==> src/include/cfw_pkg.sv <==
package cfw_pkg;
   // ----------------------------------------
   // register map (byte addresses)
   // ----------------------------------------
   localparam int ADDR_W = 5;
   localparam logic [4:0] OFF_KEY = 5'h00;
   localparam logic [4:0] OFF_CTRL = 5'h04;
   localparam logic [4:0] OFF_STATUS = 5'h08;
   localparam logic [4:0] OFF_WAKE_SEL = 5'h0C;
   localparam logic [4:0] OFF_NMI_PERIOD = 5'h10;
   localparam logic [4:0] OFF_PLL_MUL = 5'h14;
   localparam logic [4:0] OFF_PLL_STS = 5'h18;
   localparam logic [4:0] OFF_LP_ENTER = 5'h1C;
   // ----------------------------------------
   // field positions
   // ----------------------------------------
   localparam int CTRL_WD_DIS = 0;
   localparam int CTRL_WD_IRQ = 1;
   localparam int CTRL_POLICY = 2;
   localparam int CTRL_MODE_LSB = 3;
   localparam int CTRL_WD_WAKE = 5;
   localparam int CTRL_QUAL_LSB = 8;
   localparam int QUAL_W = 6;
   localparam int ST_MISSING = 0;
   localparam int ST_NMI = 1;
   localparam int ST_LIMP = 2;
   localparam int ST_WDCNT_LSB = 8;
   // ----------------------------------------
   // values, reset values and counts
   // ----------------------------------------
   localparam logic [7:0] KEY_FIRST = 8'h55;
   localparam logic [7:0] KEY_SECOND = 8'hAA;
   localparam logic [7:0] WD_MAX = 8'hFF;
   localparam logic [1:0] LPM_IDLE = 2'h0;
   localparam logic [1:0] LPM_STANDBY = 2'h1;
   localparam logic [15:0] CTRL_RESET = 16'h0000;
   localparam logic [15:0] NMI_PERIOD_RESET = 16'h0800;
   localparam logic [3:0] PLL_MUL_RESET = 4'h0;
   localparam logic [1:0] PLL_STS_RESET = 2'h0;
   localparam logic [9:0] WD_PULSE_TICKS = 10'd512;
   localparam int OSC_DIV_DEFAULT = 4;
   localparam int MISS_CYCLES_DEFAULT = 64;
   localparam logic [3:0] DEV_RESET_CYCLES = 4'hF;
   // ----------------------------------------
   // types
   // ----------------------------------------
   typedef struct packed {
      logic [ADDR_W-1:0] addr;
      logic [31:0] wdata;
      logic wr;
      logic rd;
   } bus_req_type;
   typedef enum logic [3:0] {
      LP_RUN = 4'b0001,
      LP_IDLE = 4'b0010,
      LP_STANDBY = 4'b0100,
      LP_HALT = 4'b1000
   } lp_state_type;
endpackage : cfw_pkg

==> src/clock_fail_watchdog_lowpower.sv <==
// The address-and-strobe port and the register addresses were decided locally.
`timescale 1ns/1ps
module clock_fail_watchdog_lowpower
   import cfw_pkg::*;
#(
   parameter int OSC_DIV = OSC_DIV_DEFAULT,
   parameter int MISS_CYCLES = MISS_CYCLES_DEFAULT
) (
   input wire logic clk_sys,
   input wire logic resetn,
   input wire bus_req_type bus,
   output logic [31:0] rdata,
   input wire logic input_clock_in,
   input wire logic [31:0] gpio_a_n,
   input wire logic external_reset_n,
   input wire logic debug_wake_n,
   input wire logic debug_reset,
   input wire logic cpu_irq_pending,
   output logic limp_clock_sel,
   output logic nmi_out,
   output logic watchdog_reset_out_n,
   output logic watchdog_interrupt_out_n,
   output logic device_reset_n,
   output logic cpu_clock_en,
   output logic sys_clock_en,
   output logic osc_enable,
   output logic pll_enable,
   output logic pin_hold,
   output logic jtag_clock_en,
   output logic wake_event
);
   initial begin
      if (OSC_DIV < 2 || OSC_DIV > 255 || MISS_CYCLES < 4 || MISS_CYCLES > 65535) begin
         $error("unsupported parameter value");
      end
   end

   // ----------------------------------------
   // reset release and input synchronisers
   // ----------------------------------------
   logic [1:0] rst_pipe_reg;
   logic rst_n;
   logic [2:0] cpu_clock_sync_reg;
   logic [2:0] xrs_sync_reg;
   logic [2:0] dbg_sync_reg;
   logic [31:0] gpio_s1_reg, gpio_s2_reg, gpio_s3_reg;

   // release the reset through two flops, then sample the pins three deep
   always_ff @(posedge clk_sys or negedge resetn) begin
      if (!resetn) begin
         rst_pipe_reg <= 2'b00;
      end else begin
         rst_pipe_reg <= {rst_pipe_reg[0], 1'b1};
      end
   end
   assign rst_n = rst_pipe_reg[1];

   always_ff @(posedge clk_sys or negedge rst_n) begin
      if (!rst_n) begin
         cpu_clock_sync_reg <= 3'b000;
         xrs_sync_reg <= 3'b111;
         dbg_sync_reg <= 3'b111;
         gpio_s1_reg <= 32'hFFFF_FFFF;
         gpio_s2_reg <= 32'hFFFF_FFFF;
         gpio_s3_reg <= 32'hFFFF_FFFF;
      end else begin
         cpu_clock_sync_reg <= {cpu_clock_sync_reg[1:0], input_clock_in};
         xrs_sync_reg <= {xrs_sync_reg[1:0], external_reset_n};
         dbg_sync_reg <= {dbg_sync_reg[1:0], debug_wake_n};
         gpio_s1_reg <= gpio_a_n;
         gpio_s2_reg <= gpio_s1_reg;
         gpio_s3_reg <= gpio_s2_reg;
      end
   end

   // a level counts only once stages two and three agree
   function automatic logic agreed_low(input logic s2, input logic s3);
      agreed_low = !s2 && !s3;
   endfunction : agreed_low

   logic ext_reset_low, dbg_low;
   logic [31:0] pin_low;
   assign ext_reset_low = agreed_low(xrs_sync_reg[1], xrs_sync_reg[2]);
   assign dbg_low = agreed_low(dbg_sync_reg[1], dbg_sync_reg[2]);
   genvar gi;
   generate
      for (gi = 0; gi < 32; gi++) begin : g_pin
         assign pin_low[gi] = agreed_low(gpio_s2_reg[gi], gpio_s3_reg[gi]);
      end
   endgenerate

   // ----------------------------------------
   // state
   // ----------------------------------------
   logic [7:0] osc_div_reg, osc_div_next;
   logic osc_tick;
   logic cpu_clock_level_reg, cpu_clock_level_next;
   logic [15:0] miss_cnt_reg, miss_cnt_next;
   logic limp_reg, limp_next;
   logic missing_reg, missing_next;
   logic nmi_reg, nmi_next;
   logic [15:0] nmi_cnt_reg, nmi_cnt_next;
   logic [15:0] ctrl_reg, ctrl_next;
   logic [31:0] wake_sel_reg, wake_sel_next;
   logic [15:0] nmi_period_reg, nmi_period_next;
   logic [3:0] pll_mul_reg, pll_mul_next;
   logic [1:0] pll_sts_reg, pll_sts_next;
   logic key_armed_reg, key_armed_next;
   logic [7:0] wd_cnt_reg, wd_cnt_next;
   logic [9:0] wd_pulse_reg, wd_pulse_next;
   logic wd_pulse_irq_reg, wd_pulse_irq_next;
   logic [QUAL_W-1:0] qual_cnt_reg, qual_cnt_next;
   lp_state_type lp_state_reg, lp_state_next;
   logic [3:0] dev_rst_cnt_reg, dev_rst_cnt_next;
   logic pll_clear_reg, pll_clear_next;
   logic [31:0] rdata_reg, rdata_next;
   logic wake_event_reg, wake_event_next;
   logic lost_now, key_clear, wd_start, wd_irq_active, wd_clk_active;
   logic pin_wake, qual_done, any_reset, ext_or_wd_reset;

   // oscillator rate as an enable pulse; keeps running in halt since the
   // watchdog lives on the internal oscillator there
   assign osc_tick = (osc_div_reg == 8'(OSC_DIV - 1));
   assign wd_clk_active = !ctrl_reg[CTRL_WD_DIS];
   assign lost_now = (miss_cnt_reg == 16'(MISS_CYCLES - 1));
   assign key_clear = bus.wr && (bus.addr == OFF_KEY) && key_armed_reg
      && (bus.wdata[7:0] == KEY_SECOND);
   assign wd_start = osc_tick && wd_clk_active && !limp_reg && (wd_pulse_reg == 10'h000)
      && (wd_cnt_reg == WD_MAX);
   assign wd_irq_active = (wd_pulse_reg != 10'h000) && wd_pulse_irq_reg;
   assign pin_wake = |(pin_low & wake_sel_reg);
   assign qual_done = (qual_cnt_reg == ctrl_reg[CTRL_QUAL_LSB +: QUAL_W]);
   // halt wakes by device reset when the watchdog fires
   assign ext_or_wd_reset = ext_reset_low || (wd_start && !ctrl_reg[CTRL_WD_IRQ]);
   assign any_reset = ext_or_wd_reset || debug_reset
      || (lost_now && !limp_reg && !ctrl_reg[CTRL_POLICY])
      || (nmi_reg && ctrl_reg[CTRL_POLICY] && nmi_cnt_reg == nmi_period_reg)
      || (lp_state_reg == LP_HALT && wd_start);

   // ----------------------------------------
   // next-state logic
   // ----------------------------------------
   always_comb begin
      osc_div_next = osc_tick ? 8'h00 : osc_div_reg + 8'h01;
      cpu_clock_level_next = cpu_clock_level_reg;
      miss_cnt_next = miss_cnt_reg;
      limp_next = limp_reg;
      missing_next = missing_reg;
      nmi_next = nmi_reg;
      nmi_cnt_next = nmi_cnt_reg;
      ctrl_next = ctrl_reg;
      wake_sel_next = wake_sel_reg;
      nmi_period_next = nmi_period_reg;
      pll_mul_next = pll_mul_reg;
      pll_sts_next = pll_sts_reg;
      key_armed_next = key_armed_reg;
      wd_cnt_next = wd_cnt_reg;
      wd_pulse_next = wd_pulse_reg;
      wd_pulse_irq_next = wd_pulse_irq_reg;
      qual_cnt_next = qual_cnt_reg;
      lp_state_next = lp_state_reg;
      dev_rst_cnt_next = (dev_rst_cnt_reg != 4'h0) ? dev_rst_cnt_reg - 4'h1 : 4'h0;
      pll_clear_next = 1'b0;
      rdata_next = 32'h0000_0000;
      wake_event_next = 1'b0;

      // input clock watch: a settled level change restarts the gap count
      if (cpu_clock_sync_reg[1] == cpu_clock_sync_reg[2] && cpu_clock_sync_reg[2] != cpu_clock_level_reg) begin
         cpu_clock_level_next = cpu_clock_sync_reg[2];
         miss_cnt_next = 16'h0000;
      end else if (!lost_now) begin
         miss_cnt_next = miss_cnt_reg + 16'h0001;
      end
      if (lost_now) begin
         limp_next = 1'b1;
      end else if (!missing_reg) begin
         limp_next = 1'b0;
      end

      // nmi watchdog counts only while the nmi waits for service
      if (nmi_reg && ctrl_reg[CTRL_POLICY]) begin
         nmi_cnt_next = nmi_cnt_reg + 16'h0001;
      end else begin
         nmi_cnt_next = 16'h0000;
      end

      // cpu watchdog counter and output pulse
      if (wd_pulse_reg != 10'h000 && osc_tick) begin
         wd_pulse_next = wd_pulse_reg - 10'h001;
      end
      if (wd_start) begin
         wd_pulse_next = WD_PULSE_TICKS;
         wd_pulse_irq_next = ctrl_reg[CTRL_WD_IRQ];
         wd_cnt_next = 8'h00;
      end else if (osc_tick && wd_clk_active && !limp_reg && wd_pulse_reg == 10'h000) begin
         wd_cnt_next = wd_cnt_reg + 8'h01;
      end else if (!wd_clk_active) begin
         wd_cnt_next = 8'h00;
      end

      // register writes
      if (bus.wr) begin
         unique case (bus.addr)
            OFF_KEY: begin
               key_armed_next = (bus.wdata[7:0] == KEY_FIRST);
               if (key_clear) begin
                  wd_cnt_next = 8'h00;
               end
            end
            OFF_CTRL: ctrl_next = bus.wdata[15:0];
            OFF_STATUS: begin
               if (bus.wdata[ST_MISSING]) begin
                  missing_next = 1'b0;
               end
               if (bus.wdata[ST_NMI]) begin
                  nmi_next = 1'b0;
               end
            end
            OFF_WAKE_SEL: wake_sel_next = bus.wdata;
            OFF_NMI_PERIOD: nmi_period_next = bus.wdata[15:0];
            OFF_PLL_MUL: pll_mul_next = bus.wdata[3:0];
            OFF_PLL_STS: pll_sts_next = bus.wdata[1:0];
            OFF_LP_ENTER: begin
               // a write here stands for the idle instruction
               if (lp_state_reg == LP_RUN) begin
                  if (ctrl_reg[CTRL_MODE_LSB +: 2] == LPM_IDLE) begin
                     lp_state_next = LP_IDLE;
                  end else if (ctrl_reg[CTRL_MODE_LSB +: 2] == LPM_STANDBY) begin
                     lp_state_next = LP_STANDBY;
                  end else if (wd_clk_active) begin
                     lp_state_next = LP_HALT;
                  end
               end
            end
            default: ;
         endcase
      end
      // wake handling; qualification restarts whenever the pins release
      unique case (lp_state_reg)
         LP_RUN: qual_cnt_next = '0;
         LP_IDLE: begin
            if (wd_irq_active || cpu_irq_pending) begin
               lp_state_next = LP_RUN;
               wake_event_next = 1'b1;
            end
         end
         LP_STANDBY, LP_HALT: begin
            if (!pin_wake) begin
               qual_cnt_next = '0;
            end else if (osc_tick && !qual_done) begin
               qual_cnt_next = qual_cnt_reg + QUAL_W'(1);
            end
            if ((pin_wake && qual_done) || dbg_low
               || (lp_state_reg == LP_STANDBY && wd_irq_active && ctrl_reg[CTRL_WD_WAKE])) begin
               lp_state_next = LP_RUN;
               wake_event_next = 1'b1;
            end
         end
         default: lp_state_next = LP_RUN;
      endcase

      if (bus.rd) begin
         unique case (bus.addr)
            OFF_CTRL: rdata_next = {16'h0000, ctrl_reg};
            OFF_STATUS: rdata_next = {16'h0000, wd_cnt_reg, 5'h00, limp_reg, nmi_reg, missing_reg};
            OFF_WAKE_SEL: rdata_next = wake_sel_reg;
            OFF_NMI_PERIOD: rdata_next = {16'h0000, nmi_period_reg};
            OFF_PLL_MUL: rdata_next = {28'h000_0000, pll_mul_reg};
            OFF_PLL_STS: rdata_next = {30'h0000_0000, pll_sts_reg};
            default: rdata_next = 32'h0000_0000;
         endcase
      end

      // device reset: state, nmi, wd count, key and ctrl; the pll regs only ext/wd clear
      if (any_reset) begin
         dev_rst_cnt_next = DEV_RESET_CYCLES;
         lp_state_next = LP_RUN;
         nmi_next = 1'b0;
         wd_cnt_next = 8'h00;
         key_armed_next = 1'b0;
         ctrl_next = CTRL_RESET;
         pll_clear_next = ext_or_wd_reset;
      end
      // hardware sets win over software clears and over the reset they cause,
      // so an immediate clock-fail reset still leaves the nmi pending
      if (lost_now && !limp_reg) begin
         missing_next = 1'b1;
         nmi_next = 1'b1;
      end
      if (pll_clear_reg) begin
         pll_mul_next = PLL_MUL_RESET;
         pll_sts_next = PLL_STS_RESET;
      end
      if (ext_reset_low) begin
         missing_next = 1'b0;
      end
   end

   // ----------------------------------------
   // registers
   // ----------------------------------------
   always_ff @(posedge clk_sys or negedge rst_n) begin
      if (!rst_n) begin
         osc_div_reg <= 8'h00;
         cpu_clock_level_reg <= 1'b0;
         miss_cnt_reg <= 16'h0000;
         limp_reg <= 1'b0;
         missing_reg <= 1'b0;
         nmi_reg <= 1'b0;
         nmi_cnt_reg <= 16'h0000;
         ctrl_reg <= CTRL_RESET;
         wake_sel_reg <= 32'h0000_0000;
         nmi_period_reg <= NMI_PERIOD_RESET;
         pll_mul_reg <= PLL_MUL_RESET;
         pll_sts_reg <= PLL_STS_RESET;
         key_armed_reg <= 1'b0;
         wd_cnt_reg <= 8'h00;
         wd_pulse_reg <= 10'h000;
         wd_pulse_irq_reg <= 1'b0;
         qual_cnt_reg <= '0;
         lp_state_reg <= LP_RUN;
         dev_rst_cnt_reg <= 4'h0;
         pll_clear_reg <= 1'b0;
         rdata_reg <= 32'h0000_0000;
         wake_event_reg <= 1'b0;
      end else begin
         osc_div_reg <= osc_div_next;
         cpu_clock_level_reg <= cpu_clock_level_next;
         miss_cnt_reg <= miss_cnt_next;
         limp_reg <= limp_next;
         missing_reg <= missing_next;
         nmi_reg <= nmi_next;
         nmi_cnt_reg <= nmi_cnt_next;
         ctrl_reg <= ctrl_next;
         wake_sel_reg <= wake_sel_next;
         nmi_period_reg <= nmi_period_next;
         pll_mul_reg <= pll_mul_next;
         pll_sts_reg <= pll_sts_next;
         key_armed_reg <= key_armed_next;
         wd_cnt_reg <= wd_cnt_next;
         wd_pulse_reg <= wd_pulse_next;
         wd_pulse_irq_reg <= wd_pulse_irq_next;
         qual_cnt_reg <= qual_cnt_next;
         lp_state_reg <= lp_state_next;
         dev_rst_cnt_reg <= dev_rst_cnt_next;
         pll_clear_reg <= pll_clear_next;
         rdata_reg <= rdata_next;
         wake_event_reg <= wake_event_next;
      end
   end

   // ----------------------------------------
   // outputs, all taken from flops
   // ----------------------------------------
   // outputs derive from next-state values, except limp, nmi and the pll multiplier term, which lag a cycle, and jtag, which is tied high
   logic [10:0] out_reg, out_next;
   always_comb begin
      out_next[0] = limp_reg;
      out_next[1] = nmi_reg;
      out_next[2] = !(wd_pulse_next != 10'h000 && !wd_pulse_irq_next);
      out_next[3] = !(wd_pulse_next != 10'h000 && wd_pulse_irq_next);
      out_next[4] = !(dev_rst_cnt_next != 4'h0);
      out_next[5] = (lp_state_next == LP_RUN) || (lp_state_next == LP_IDLE);
      out_next[6] = out_next[5];
      out_next[7] = (lp_state_next != LP_HALT);
      out_next[8] = out_next[7] && (pll_mul_reg != PLL_MUL_RESET);
      out_next[9] = (lp_state_next != LP_RUN);
      out_next[10] = 1'b1;
   end
   always_ff @(posedge clk_sys or negedge rst_n) begin
      if (!rst_n) begin
         out_reg <= 11'h4FC;
      end else begin
         out_reg <= out_next;
      end
   end
   assign {jtag_clock_en, pin_hold, pll_enable, osc_enable, sys_clock_en, cpu_clock_en,
      device_reset_n, watchdog_interrupt_out_n, watchdog_reset_out_n, nmi_out,
      limp_clock_sel} = out_reg;
   assign rdata = rdata_reg;
   assign wake_event = wake_event_reg;

   // wide enough for 512 ticks at the largest divider allowed
   logic [17:0] low_run_reg;
   always_ff @(posedge clk_sys or negedge rst_n) begin
      if (!rst_n) begin
         low_run_reg <= 18'h0_0000;
      end else begin
         low_run_reg <= watchdog_reset_out_n ? 18'h0_0000 : low_run_reg + 18'h0_0001;
      end
   end
endmodule : clock_fail_watchdog_lowpower

==> config.mk <==
export PLATFORM = sky130hd
export DESIGN_NAME = clock_fail_watchdog_lowpower
export DESIGN_NICKNAME = d
export VERILOG_FILES = /design/src/include/cfw_pkg.sv /design/src/clock_fail_watchdog_lowpower.sv
export SDC_FILE = /design/constraint.sdc
export NUM_CORES = 1
export LEC_CHECK = 0
export BUFFER_PORTS_ARGS = -buffer_cell sky130_fd_sc_hd__buf_2
export CORE_ASPECT_RATIO = 0.7
export CORE_MARGIN = 8
export CORE_UTILIZATION = 57
export CTS_CLUSTER_DIAMETER = 40
export CTS_CLUSTER_SIZE = 8
export DETAILED_ROUTE_END_ITERATION = 6
export GPL_ROUTABILITY_DRIVEN = 0
export PLACE_DENSITY = 0.83
export SLEW_MARGIN = 20
export SYNTH_ARGS = -nofsm -noshare
export SYNTH_HDL_FRONTEND = slang
export SYNTH_SLANG_ARGS = --single-unit
==> constraint.sdc <==
create_clock -name clk_sys -period 12.2 [get_ports clk_sys]
set_input_delay 3.66 -clock clk_sys [delete_from_list [all_inputs] [get_ports clk_sys]]
set_output_delay 3.66 -clock clk_sys [all_outputs]
set_load 0.02 [all_outputs]
==> flow_summary.json <==
{
  "path_clk_slew_ps": 50,
  "path_class": "in -> reg",
  "grt_pass1_vias": 8373,
  "cp.required_ps": 12610,
  "cp_cell_sequence": "buf_2, nor2_1, nand2_1, nor3_2, nand2_1, mux2_2",
  "combPwrFrac_pct": 5.4,
  "final_cells": 1402,
  "die_width_um": 188.4,
  "cp_slowest_cell": "nor3_2",
  "yosysWarnings": 0,
  "track_usage_pct": 21.99,
  "utilization_pct": 67.93,
  "max_freq_ghz": 0.1723,
  "synth_seq_cells": 298,
  "leakagePower_nw": 6.251,
  "cts.sinks": 298,
  "rows": 44,
  "crit_start": "bus[35]",
  "worst_pin_slew_ps": 1148,
  "fillCellCount": 1446,
  "hold_path.class": "reg -> reg",
  "dieHeight_um": 136.7,
  "setup.worst_path.start_class": "input pin",
  "viasPerCell": 5.822,
  "finalSetupViolCount": 0,
  "wl_per_cell_um": 20.11,
  "peakVddDrop_mv": 0.09801,
  "async_reset_ff_share_pct": 100.0,
  "dp.cells": 1324,
  "syn_inst": 959,
  "firstDrtPassIters": 7,
  "period_share_pct": 47.57,
  "drive_above_1_share_pct": 31.38,
  "clkLatencyLatePin_ps": 550,
  "io_pins": 122,
  "antenna_found_initial": 4,
  "nets": 1177,
  "core_area_sq_mm": 0.02059,
  "cts_resized": 0,
  "grt_setup_unrepaired": "false",
  "synth_edf_count": 0,
  "critPathMaxStageDelay_ps": 880,
  "syn2layout_area_growth_pct": 17.98,
  "yosysUniqueCellTypes": 69,
  "netlist_area_sq_mm": 0.01186,
  "wl_um": 28190,
  "ys.flop_type": "dfrtp_1",
  "crit_fanout": 17,
  "drv_cap": 0,
  "cts_hold_buffers": 0,
  "clock_power_share_pct": 47.5,
  "cp-end-kind": "flip-flop",
  "setup_tns_ps": 0,
  "finalHoldViolCount": 0,
  "period_minus_slack_ps": 5804,
  "place_hpwl_um": 18490,
  "switching_share_pct": 23.70,
  "p_per_area_mw_per_mm2": 169.8,
  "seqPwrFrac_pct": 47.1,
  "path_common_cell": "nand2_1",
  "p_int_w": 0.001812,
  "reg2reg_from": "wake_sel_reg[0]",
  "avgSynthCellArea_sq_um": 12.36,
  "clockBufferDepth": 3,
  "vias": 8162,
  "hp-start": "gpio_s1_reg[11]",
  "yosysSeqAreaShare_pct": 64.05,
  "drc": 0,
  "drt_iter0_markers": 871,
  "cts_root_buf": "clkbuf_16",
  "tritoncts": "yes",
  "dieArea_sq_mm": 0.02574,
  "ant_nets": 0,
  "htreeDepth": 2,
  "max_slew_margin_pct": 23.04,
  "numCtsBuffers": 43,
  "drv_slew": 0,
  "fin_skew_ps": 22.73,
  "grt_max_degree": 85,
  "grt_pass1_wl_um": 45350,
  "cts_setup_buffers": 0,
  "grt_remaining_overflow": 0,
  "cp.arrival_ps": 6210,
  "p_sw_w": 0.0005628,
  "outcome": "finished clean",
  "io_buffers": 120,
  "start_util_pct": 57.58
}
## power groups by stage
stage	Sequential, W	Clock [W]	Combinational [W]
after detailed placement	0.00113	0	0.000126
after CTS	0.00112	0.00115	0.000128
after global placement	0.00113	0	0.000119
after floorplan	0.00112	0	0.0000753
after global routing	0.00112	0.00119	0.000143
final	0.00112	0.00113	0.000128
## logic make-up after synthesis
group	synth area share [%]
adder cells (fa/ha/maj)	0.7177
buffers and inverters	2.090
flip-flops	64.05
XOR/XNOR	4.580
AND/OR/NAND/NOR	15.43
other	0.03163
multiplexers	5.077
AO/OA/AOI/OAI	8.021
## path summary, 6_finish.rpt
| check | end | slack (ps) | depth (start not counted) |
|---|---|---|---|
| min in group asynchronous | wake_sel_reg[22] | 400 | 0 |
| max in group asynchronous | rst_pipe_reg[1] | 9190 | 1 |
| worst min-delay path | gpio_s2_reg[11] | 340 | 0 |
| worst max register to register | qual_cnt_reg[0] | 9450 | 6 |
| worst min register to register | gpio_s2_reg[11] | 340 | 0 |
| worst max-delay path | nmi_period_reg[10] | 6400 | 6 |
## worst max-delay path, delay by kind of cell
kind                   cells  cell delay, ps
multiplexers               1             470
buffers and inverters      1             100
AND/OR/NAND/NOR            4            1960
## synth_stat cells (all sizes together), types with 5 or more instances
cell	count	area (sq um)
clkbuf	24	91.33
nor2	85	319.1
nand4	15	108.9
or4	8	75.07
and3	29	181.4
dfrtp	189	4730
or3	9	56.30
dfstp	109	2864
nor2b	8	50.05
xnor2	25	219.0
nor3b	18	140.1
mux2	49	551.8
xor2	37	324.1
nor4	18	148.9
nand2	81	304.0
nand3	33	165.2
mux2i	5	50.05
o31ai	6	45.04
buf	14	107.6
ha	6	75.07
o21ai	20	100.1
nor3	18	95.09
a22oi	33	247.7
a21oi	41	209.0
inv	13	48.80
## metal layers
metal	up-vias	track usage, %	share of wire [%]
li1	3682	-	-
met1	4071	29.34	43
met2	333	35.55	48
met3	70	5.193	7.1
met4	6	7.056	2.4
met5	-	0	0.13
## layout make-up
| cell class | count | area, sq um | share of cell area, % |
|---|---|---|---|
| clock inverters | 4 | 110.1 | 0.7872 |
| well taps | 276 | 345.3 | 2.469 |
| diodes | 1 | 2.502 | 0.01789 |
| clock buffers | 73 | 1199 | 8.570 |
| repair buffers | 126 | 649.4 | 4.643 |
| inverters | 13 | 48.80 | 0.3489 |
| flip-flops and latches | 298 | 7597 | 54.32 |
| multi-input cells | 611 | 4035 | 28.85 |
## stage by stage
| step | power (W) | setup WS (ps) | area, sq um | hold WS, ps |
|---|---|---|---|---|
| 6_report | 0.002375 | 6396 | 13990 | 344.5 |
| 5_1_grt | 0.002456 | 6283 | 13990 | 350.7 |
| 4_1_cts | 0.002390 | 6499 | 13970 | 348.1 |
| 3_5_place_dp | 0.001256 | 5966 | 12660 | 336.5 |
| 3_3_place_gp | 0.001246 | 6067 | 12660 | 335.2 |
| 2_1_floorplan | 0.001194 | 3470 | 11860 | 331.2 |
## layout by cell type, fill, tap and decap left out, types with 13 or more instances in the layout
cell type	n
clkbuf_1	29
a22oi_1	33
clkbuf_16	43
nor4_1	15
mux2_2	49
inv_1	13
and3_1	29
xnor2_1	25
o21ai_0	17
nor3b_1	17
dfrtp_1	188
a21oi_1	40
xor2_1	37
nand3_1	33
nand2_1	81
nand4_1	14
buf_2	120
dfstp_2	109
nor2_1	84
nor3_1	16
Note: power is estimated with default switching activity, not from simulation.
